`config.mk`:
```
export PLATFORM = sky130hd
export DESIGN_NAME = icil_top
export DESIGN_NICKNAME = d
export VERILOG_FILES = /design/src/common/icil_pkg.sv /design/src/common/icil_det_if.sv /design/src/rtl/icil_detect.sv /design/src/rtl/icil_top.sv
export VERILOG_INCLUDE_DIRS = /design/src /design/src/common
export SDC_FILE = /design/constraint.sdc
export NUM_CORES = 1
export LEC_CHECK = 0
export ABC_AREA = 1
export BUFFER_PORTS_ARGS = -buffer_cell sky130_fd_sc_hd__buf_2
export CORE_ASPECT_RATIO = 1.1
export CORE_MARGIN = 2
export CORE_UTILIZATION = 51
export CTS_CLUSTER_SIZE = 24
export DETAILED_ROUTE_END_ITERATION = 12
export MAX_ROUTING_LAYER = met4
export PLACE_DENSITY = 0.74
export SYNTH_ARGS = -nofsm -noshare
export SYNTH_HDL_FRONTEND = slang
export SYNTH_SLANG_ARGS = --single-unit
```
`constraint.sdc`:
```
create_clock -name core_clk -period 1.4 [get_ports core_clk]
set_input_delay 0.14 -clock core_clk [delete_from_list [all_inputs] [get_ports core_clk]]
set_output_delay 0.14 -clock core_clk [all_outputs]
set_load 0.01 [all_outputs]
```
`src/common/icil_regs.svh`:
```
// register map, reset values and timing counts of the input channel interrupt logic
`ifndef ICIL_REGS_SVH
`define ICIL_REGS_SVH

// byte addresses on the register bus
`define ICIL_OFS_TYPE 8'h00
`define ICIL_OFS_POL 8'h04
`define ICIL_OFS_EN 8'h08
`define ICIL_OFS_STAT 8'h0c
`define ICIL_OFS_MASK 8'h10
`define ICIL_OFS_VEC 8'h14
`define ICIL_OFS_DIN 8'h18

// reset values
`define ICIL_RST_TYPE 8'h00
`define ICIL_RST_POL 8'h00
`define ICIL_RST_EN 8'h00
`define ICIL_RST_STAT 8'h00
`define ICIL_RST_MASK 8'hff
`define ICIL_RST_VEC 8'h00

// field layout
`define ICIL_REG_W 8
`define ICIL_NCH 8
`define ICIL_LANE0 0

// timing: interrupt logic response time
`define ICIL_CLK_PERIOD_NS 50
`define ICIL_RESP_NS 1000
`define ICIL_RESP_CYC ((`ICIL_RESP_NS + `ICIL_CLK_PERIOD_NS - 1) / `ICIL_CLK_PERIOD_NS)

`endif

```
`src/common/icil_pkg.sv`:
```
// types shared by the input channel interrupt logic
package icil_pkg;

  // gray codes along idle -> drive -> turnaround; both bits change on the step back to idle
  typedef enum logic [1:0] {
    IACK_IDLE = 2'b00,
    IACK_DRIVE = 2'b01,
    IACK_TURN = 2'b11
  } icil_iack_e;

  typedef logic [7:0] icil_byte_t;

endpackage : icil_pkg

```
`src/common/icil_det_if.sv`:
```
// signals between the register side and the channel detectors
`timescale 1ns/100ps
interface icil_det_if #(
  parameter int NCH = 8
);
  logic [NCH-1:0] sample;
  logic [NCH-1:0] typeSel;
  logic [NCH-1:0] polSel;
  logic [NCH-1:0] chanEn;
  logic [NCH-1:0] evt;

  modport det (
    input sample,
    input typeSel,
    input polSel,
    input chanEn,
    output evt
  );

  modport ctl (
    output sample,
    output typeSel,
    output polSel,
    output chanEn,
    input evt
  );
endinterface : icil_det_if

```
`src/rtl/icil_detect.sv`:
```
// per-channel condition detectors with response-time holdoff
`timescale 1ns/100ps
`include "icil_regs.svh"
module icil_detect #(
  parameter int NCH = 8,
  parameter int RESP_CYCLES = `ICIL_RESP_CYC
) (
  input wire logic core_clk, // block clock
  input wire logic srst, // synchronous reset, high
  icil_det_if.det det // samples, config and events
);
  localparam int CW = $clog2(RESP_CYCLES + 1);
  localparam logic [CW-1:0] HOLD = CW'(RESP_CYCLES);
  localparam logic [CW-1:0] ZERO = '0;

  genvar g;
  generate
    for (g = 0; g < NCH; g++) begin : gCh
      logic prev_q;
      logic prev_d;
      logic [CW-1:0] hold_q;
      logic [CW-1:0] hold_d;
      logic raw;
      logic fire;

      always_comb begin
        // polarity only matters for level channels
        if (det.typeSel[g]) begin
          raw = det.sample[g] ^ prev_q;
        end else begin
          raw = (det.sample[g] == det.polSel[g]);
        end
        fire = raw && det.chanEn[g] && (hold_q == ZERO);
        prev_d = det.sample[g];
        if (fire) begin
          hold_d = HOLD;
        end else if (hold_q != ZERO) begin
          hold_d = hold_q - 1'b1;
        end else begin
          hold_d = hold_q;
        end
      end

      always_ff @(posedge core_clk) begin
        if (srst) begin
          prev_q <= 1'b0;
          hold_q <= ZERO;
        end else begin
          prev_q <= prev_d;
          hold_q <= hold_d;
        end
      end

      assign det.evt[g] = fire;
    end
  endgenerate

endmodule : icil_detect

```
`src/rtl/icil_top.sv`:
```
// input channel interrupt logic: register file, detectors and interrupt select answer
//
// Design decisions made here: the address map and register access over APB.
`timescale 1ns/100ps
`include "icil_regs.svh"
module icil_top #(
  parameter int NCH = `ICIL_NCH,
  parameter int ADDR_W = 8,
  parameter int RESP_CYCLES = `ICIL_RESP_CYC
) (
  input wire logic core_clk, // 20 MHz block clock
  input wire logic srst, // synchronous reset, high
  input wire logic psel, // apb select
  input wire logic penable, // apb access phase
  input wire logic pwrite, // apb direction, high = write
  input wire logic [ADDR_W-1:0] paddr, // apb byte address
  input wire logic [31:0] pwdata, // apb write data
  input wire logic [3:0] pstrb, // apb byte strobes
  output logic pready, // apb ready
  output logic [31:0] prdata, // apb read data, registered
  output logic pslverr, // apb error on unmapped address
  input wire logic [NCH-1:0] chanIn, // digital input channels
  input wire logic intSelN, // interrupt select strobe, low
  input wire logic addrA1, // request select, low = request 0
  output logic ackN, // bus acknowledge, low
  output logic [7:0] dataOut, // vector onto low data lines
  output logic dataOeN, // data output enable, low while driving
  output logic intReq0N, // interrupt request 0, low
  output logic intReq1N, // interrupt request 1, never asserted
  output logic irq // level interrupt, high while unmasked flag set
);
  localparam logic [31:0] ZERO32 = 32'h0000_0000;
  localparam int PADW = 32 - NCH;

  // ---------------------------------------------------------------- input sampling
  logic [NCH-1:0] sample_q;
  logic [NCH-1:0] sample_d;

  always_comb begin
    sample_d = chanIn;
  end

  always_ff @(posedge core_clk) begin
    if (srst) begin
      sample_q <= '0;
    end else begin
      sample_q <= sample_d;
    end
  end

  // ---------------------------------------------------------------- apb handshake
  // one wait state so that read data can leave a flip-flop
  logic ready_q;
  logic ready_d;
  logic [31:0] rdata_q;
  logic [31:0] rdata_d;
  logic slverr_q;
  logic slverr_d;
  logic access;
  logic commit;
  logic wrCommit;
  logic lane0;
  logic hit;
  logic [31:0] rdMux;

  assign access = psel && penable;
  assign commit = access && ready_q;
  assign wrCommit = commit && pwrite;
  assign lane0 = pstrb[`ICIL_LANE0];

  // ---------------------------------------------------------------- registers
  logic [NCH-1:0] type_q;
  logic [NCH-1:0] type_d;
  logic [NCH-1:0] pol_q;
  logic [NCH-1:0] pol_d;
  logic [NCH-1:0] en_q;
  logic [NCH-1:0] en_d;
  logic [NCH-1:0] stat_q;
  logic [NCH-1:0] stat_d;
  logic [NCH-1:0] mask_q;
  logic [NCH-1:0] mask_d;
  logic [7:0] vec_q;
  logic [7:0] vec_d;
  logic [NCH-1:0] wByte;
  logic [NCH-1:0] clrBits;
  logic [NCH-1:0] evt;

  assign wByte = pwdata[NCH-1:0];

  always_comb begin
    hit = 1'b1;
    unique case (paddr)
      ADDR_W'(`ICIL_OFS_TYPE): rdMux = {PADW'(0), type_q};
      ADDR_W'(`ICIL_OFS_POL): rdMux = {PADW'(0), pol_q};
      ADDR_W'(`ICIL_OFS_EN): rdMux = {PADW'(0), en_q};
      ADDR_W'(`ICIL_OFS_STAT): rdMux = {PADW'(0), stat_q};
      ADDR_W'(`ICIL_OFS_MASK): rdMux = {PADW'(0), mask_q};
      ADDR_W'(`ICIL_OFS_VEC): rdMux = {24'h00_0000, vec_q};
      ADDR_W'(`ICIL_OFS_DIN): rdMux = {PADW'(0), sample_q};
      default: begin
        rdMux = ZERO32;
        hit = 1'b0;
      end
    endcase
  end

  always_comb begin
    ready_d = access && !ready_q;
    rdata_d = rdata_q;
    slverr_d = 1'b0;
    if (access && !ready_q) begin
      rdata_d = pwrite ? ZERO32 : rdMux;
      slverr_d = !hit;
    end
  end

  always_ff @(posedge core_clk) begin
    if (srst) begin
      ready_q <= 1'b0;
      rdata_q <= ZERO32;
      slverr_q <= 1'b0;
    end else begin
      ready_q <= ready_d;
      rdata_q <= rdata_d;
      slverr_q <= slverr_d;
    end
  end

  assign pready = ready_q;
  assign prdata = rdata_q;
  assign pslverr = slverr_q;

  // configuration writes take effect only at the edge the access completes
  always_comb begin
    type_d = type_q;
    pol_d = pol_q;
    en_d = en_q;
    mask_d = mask_q;
    vec_d = vec_q;
    clrBits = '0;
    if (wrCommit && lane0) begin
      unique case (paddr)
        ADDR_W'(`ICIL_OFS_TYPE): type_d = wByte;
        ADDR_W'(`ICIL_OFS_POL): pol_d = wByte;
        ADDR_W'(`ICIL_OFS_EN): en_d = wByte;
        ADDR_W'(`ICIL_OFS_STAT): clrBits = wByte;
        ADDR_W'(`ICIL_OFS_MASK): mask_d = wByte;
        ADDR_W'(`ICIL_OFS_VEC): vec_d = pwdata[7:0];
        default: begin
          type_d = type_q;
        end
      endcase
    end
    // a new event in the clearing cycle survives the clear
    stat_d = (stat_q & ~clrBits) | evt;
  end

  always_ff @(posedge core_clk) begin
    if (srst) begin
      type_q <= NCH'(`ICIL_RST_TYPE);
      pol_q <= NCH'(`ICIL_RST_POL);
      en_q <= NCH'(`ICIL_RST_EN);
      stat_q <= NCH'(`ICIL_RST_STAT);
      mask_q <= NCH'(`ICIL_RST_MASK);
      vec_q <= `ICIL_RST_VEC;
    end else begin
      type_q <= type_d;
      pol_q <= pol_d;
      en_q <= en_d;
      stat_q <= stat_d;
      mask_q <= mask_d;
      vec_q <= vec_d;
    end
  end

  // ---------------------------------------------------------------- detectors
  icil_det_if #(.NCH(NCH)) detBus ();

  assign detBus.sample = sample_q;
  assign detBus.typeSel = type_q;
  assign detBus.polSel = pol_q;
  assign detBus.chanEn = en_q;
  assign evt = detBus.evt;

  icil_detect #(
    .NCH(NCH),
    .RESP_CYCLES(RESP_CYCLES)
  ) uDetect (
    .core_clk(core_clk),
    .srst(srst),
    .det(detBus)
  );

  // ---------------------------------------------------------------- request lines
  // request is registered from the next flags and mask: it drops at the same edge the last flag is cleared
  logic irq_q;
  logic irq_d;

  always_comb begin
    irq_d = |(stat_d & mask_d);
  end

  always_ff @(posedge core_clk) begin
    if (srst) begin
      irq_q <= 1'b0;
    end else begin
      irq_q <= irq_d;
    end
  end

  assign irq = irq_q;
  assign intReq0N = !irq_q;
  assign intReq1N = 1'b1;

  // ---------------------------------------------------------------- interrupt select answer
  // request 1 is never raised, so a select with A1 high gets no answer
  icil_pkg::icil_iack_e iack_q;
  icil_pkg::icil_iack_e iack_d;
  icil_pkg::icil_byte_t dout_q;
  icil_pkg::icil_byte_t dout_d;
  logic oeN_q;
  logic oeN_d;
  logic ackN_q;
  logic ackN_d;

  always_comb begin
    iack_d = iack_q;
    dout_d = dout_q;
    oeN_d = 1'b1;
    ackN_d = 1'b1;
    unique case (iack_q)
      icil_pkg::IACK_IDLE: begin
        if (!intSelN && !addrA1) begin
          iack_d = icil_pkg::IACK_DRIVE;
          dout_d = vec_q;
          oeN_d = 1'b0;
          ackN_d = 1'b0;
        end
      end
      icil_pkg::IACK_DRIVE: begin
        if (intSelN) begin
          iack_d = icil_pkg::IACK_TURN;
        end else begin
          oeN_d = 1'b0;
          ackN_d = 1'b0;
        end
      end
      icil_pkg::IACK_TURN: begin
        iack_d = icil_pkg::IACK_IDLE;
        dout_d = 8'h00;
      end
      default: begin
        iack_d = icil_pkg::IACK_IDLE;
      end
    endcase
  end

  always_ff @(posedge core_clk) begin
    if (srst) begin
      iack_q <= icil_pkg::IACK_IDLE;
      dout_q <= 8'h00;
      oeN_q <= 1'b1;
      ackN_q <= 1'b1;
    end else begin
      iack_q <= iack_d;
      dout_q <= dout_d;
      oeN_q <= oeN_d;
      ackN_q <= ackN_d;
    end
  end

  assign dataOut = dout_q;
  assign dataOeN = oeN_q;
  assign ackN = ackN_q;

endmodule : icil_top

```
==> impl_metrics.json <==
{
  "synthesized_instance_count": 869,
  "place.detailed.instances": 1124,
  "fraction_of_final_layout_cells_with_drive_strength_greater_than_1_pct": 24.9,
  "groute.usage.overall_pct": 25.4,
  "grt_first_pass_wirelength_um": 25400,
  "globalplace.congestion": 0.866,
  "cell_area_reported_after_detailed_placement_um2": 7190,
  "power.density_nw_per_um2": 1630,
  "ffs_latches_synth": 126,
  "tritoncts_num_sinks": 126,
  "synthMostInstantiatedCell": "sky130_fd_sc_hd__nand2_1",
  "number_of_primary_i_o_pins": 106,
  "synth_cell_type_count": 42,
  "number_of_synthesized_flops_with_an_enable_pin": 0,
  "total_leakage_power_nw": 3.73,
  "run_status": "finished with violations",
  "std_cell_rows": 42,
  "share_of_async_settable_or_async_resettable_flops_after_synthesis_pct": 0,
  "nNetsFinal": 1077,
  "n_antenna_cell": 0,
  "stdcell_area_um2": 8050,
  "syn_area_um2": 6320,
  "fmaxAchievable_mhz": 709,
  "floorplan.initialDensity_pct": 52.3,
  "timing.final.ws_setup_ps": -10.8,
  "avgRoutedWirePerCell_um": 13.2,
  "drc": 0,
  "routed_via_density": 4.98,
  "core_um2": 12100,
  "cts_root_buf": "sky130_fd_sc_hd__clkbuf_16",
  "synth_top_area_cell": "sky130_fd_sc_hd__dfxtp_1",
  "io_buffers": 53,
  "htreeDepth": 4,
  "synth_seq_area_share_pct": 39.9,
  "report.power.total_mw": 13.2,
  "leading_cell_types_by_count_after_synthesis": "sky130_fd_sc_hd__nand2_1, sky130_fd_sc_hd__dfxtp_1, sky130_fd_sc_hd__inv_1",
  "number_of_failing_setup_endpoints_in_the_final_timing_report": 2,
  "setup.worst_path.end_class": "register",
  "timing.setup.critical_path_class": "reg -> reg",
  "antenna_violating_nets_post_route": 0,
  "required_time_worst_endpoint_ps": 1680,
  "vdd_drop_max_v": 0.00113,
  "postRouteWirelength_um": 15500,
  "drt_pre_antenna_iters": 5,
  "report.final.hold_viol_count": 0,
  "cts_inserted_buffers": 17,
  "instances_no_fill": 1169,
  "synth_top_area_share_pct": 39.9,
  "maximum_buffer_depth_of_the_clock_tree": 2,
  "grt_pass1_vias": 5614,
  "fp.dieW_um": 110,
  "clock_tree_from_tritoncts": "yes",
  "final_core_util_pct": 66.6,
  "synth.avg_cell_area_um2": 7.28,
  "rsz_0062_raised_after_global_routing": "true",
  "grt-ovfl-total": 0,
  "fin_tns_setup_ps": -14.0,
  "period_utilisation_layout_pct": 101,
  "hpwlAfterDp_um": 10400,
  "clock_insertion_delay_worst_skew_ps": 420,
  "number_of_antenna_violations_at_the_first_check_in_global_routing": 0,
  "start_kind": "register",
  "die_area_um2": 13300,
  "worst_hold_path_type": "in -> reg",
  "synth_area_leaders": "sky130_fd_sc_hd__dfxtp_1, sky130_fd_sc_hd__nand2_1, sky130_fd_sc_hd__inv_1, sky130_fd_sc_hd__nor2_1, sky130_fd_sc_hd__a21oi_1",
  "grt_max_degree": 81,
  "cp_max_fo": 6,
  "layout-area-overhead-vs-synth_pct": 27.3,
  "ys.warnings.count": 0,
  "synthFlopType": "sky130_fd_sc_hd__dfxtp_1",
  "num_vias": 5820,
  "final_max_slew_viol_count": 0,
  "floorplan.die.height_um": 121,
  "clk_pin_slew_ps": 60,
  "drt_iter0_markers": 244,
  "timing.critical_path.arrival_ps": 1690,
  "count_of_max_cap_constraint_violations": 0,
  "timing.clock.skew_ps": 5.73,
  "failing_checks": "setup timing",
  "final_period_minus_worst_setup_slack_ps": 1410
}
==> logic make-up after synthesis <==
family / count (synthesis) / synth area share [%]
AO/OA/AOI/OAI: 146 / 13.4
AND/OR/NAND/NOR: 398 / 29.4
flip-flops: 126 / 39.9
adder cells (fa/ha/maj): 16 / 3.17
XOR/XNOR: 10 / 1.38
other: 2 / 0.119
buffers and inverters: 171 / 12.6
==> sequential cells by signal, summed over array words and instances (netlist names) <==
signal and cells:
uDetect.gCh.hold_q 40, dataOut 8, detBus.chanEn 8, detBus.polSel 8, detBus.sample 8, detBus.typeSel 8, mask_q 8, prdata 8
stat_q 8, uDetect.gCh.prev_q 8, vec_q 8, iack_q 2, ackN 1, irq 1, pready 1, pslverr 1
==> report_power, final <==
group          leakage, nW  switching [mW]  total [mW]  internal (mW)
logic                 2.42            2.26        4.40           2.14
registers             1.03           0.364        4.54           4.17
clock network        0.283            1.57        4.21           2.64
==> timing repair <==
action | in CTS | in global routing
setup endpoints to repair | 22 | 62
gates resized for setup | 8 | 49
hold buffers | 9 | 0
pin swaps | 2 | 3
hold endpoints to repair | 10 | 0
setup buffers | 3 | 1
==> final timing paths <==
path | from | to | slack (ps) | cells after the start
setup / recovery | pready | irq | -10 | 10
hold / removal | addrA1 | iack_q[0] | 30 | 4
setup reg to reg | pready | irq | -10 | 10
hold reg to reg | iack_q[1] | iack_q[1] | 440 | 1
==> through the flow <==
step	hold slack (ps)	setup WS [ps]
finish	27.9	-10.8
global route	25.7	-122
detailed placement	350	-99.0
global placement	341	-69.9
CTS	2.98	-30.2
floorplan	247	29.8
==> worst max-delay path: stages, from the launching register on <==
cell and delay (ps):
sky130_fd_sc_hd__dfxtp_2 350, sky130_fd_sc_hd__nand3_4 80, sky130_fd_sc_hd__buf_4 190, sky130_fd_sc_hd__nor3_2 130, sky130_fd_sc_hd__nand2_1 80, sky130_fd_sc_hd__nand2_1 80, sky130_fd_sc_hd__nand2_1 70, sky130_fd_sc_hd__nand2_1 90
sky130_fd_sc_hd__nand2_1 50, sky130_fd_sc_hd__nor2_1 90, sky130_fd_sc_hd__a21oi_1 70
==> per-layer routing <==
metal  vias to the layer above  part of all wire (%)  track usage, %
li1                       2979                     -               -
met1                      2639                    44            30.3
met2                       167                    49            40.8
met3                        35                   5.1            5.82
met4                         0                   2.3            11.1
met5                         -                     0               -
==> placed cells by master (no fill, tap or decap), drive strengths merged, types with 2 or more instances in the layout <==
| master | n |
|---|---|
| o22ai | 8 |
| a31oi | 8 |
| conb | 25 |
| nor2 | 121 |
| buf | 128 |
| a21oi | 58 |
| dlygate4sd3 | 9 |
| nand2 | 205 |
| nand3 | 34 |
| clkinv | 10 |
| inv | 124 |
| dfxtp | 126 |
| bufinv | 2 |
| or2 | 12 |
| nor3 | 14 |
| clkbuf | 20 |
| xor2 | 9 |
| a211oi | 17 |
| nor4 | 3 |
| or3 | 7 |
| o211ai | 4 |
| ha | 16 |
| o21ai | 49 |
==> area by class of cell <==
| cell class | count | area [um2] |
|---|---|---|
| Fill cell | 1034 | 4040 |
| Sequential cell | 126 | 2530 |
| Clock inverter | 12 | 120 |
| Clock buffer | 20 | 447 |
| Inverter | 125 | 484 |
| Timing Repair Buffer | 137 | 1050 |
| Tap cell | 154 | 193 |
| Multi-Input combinational cell | 595 | 3220 |
Note: power is estimated with default switching activity, not from simulation.
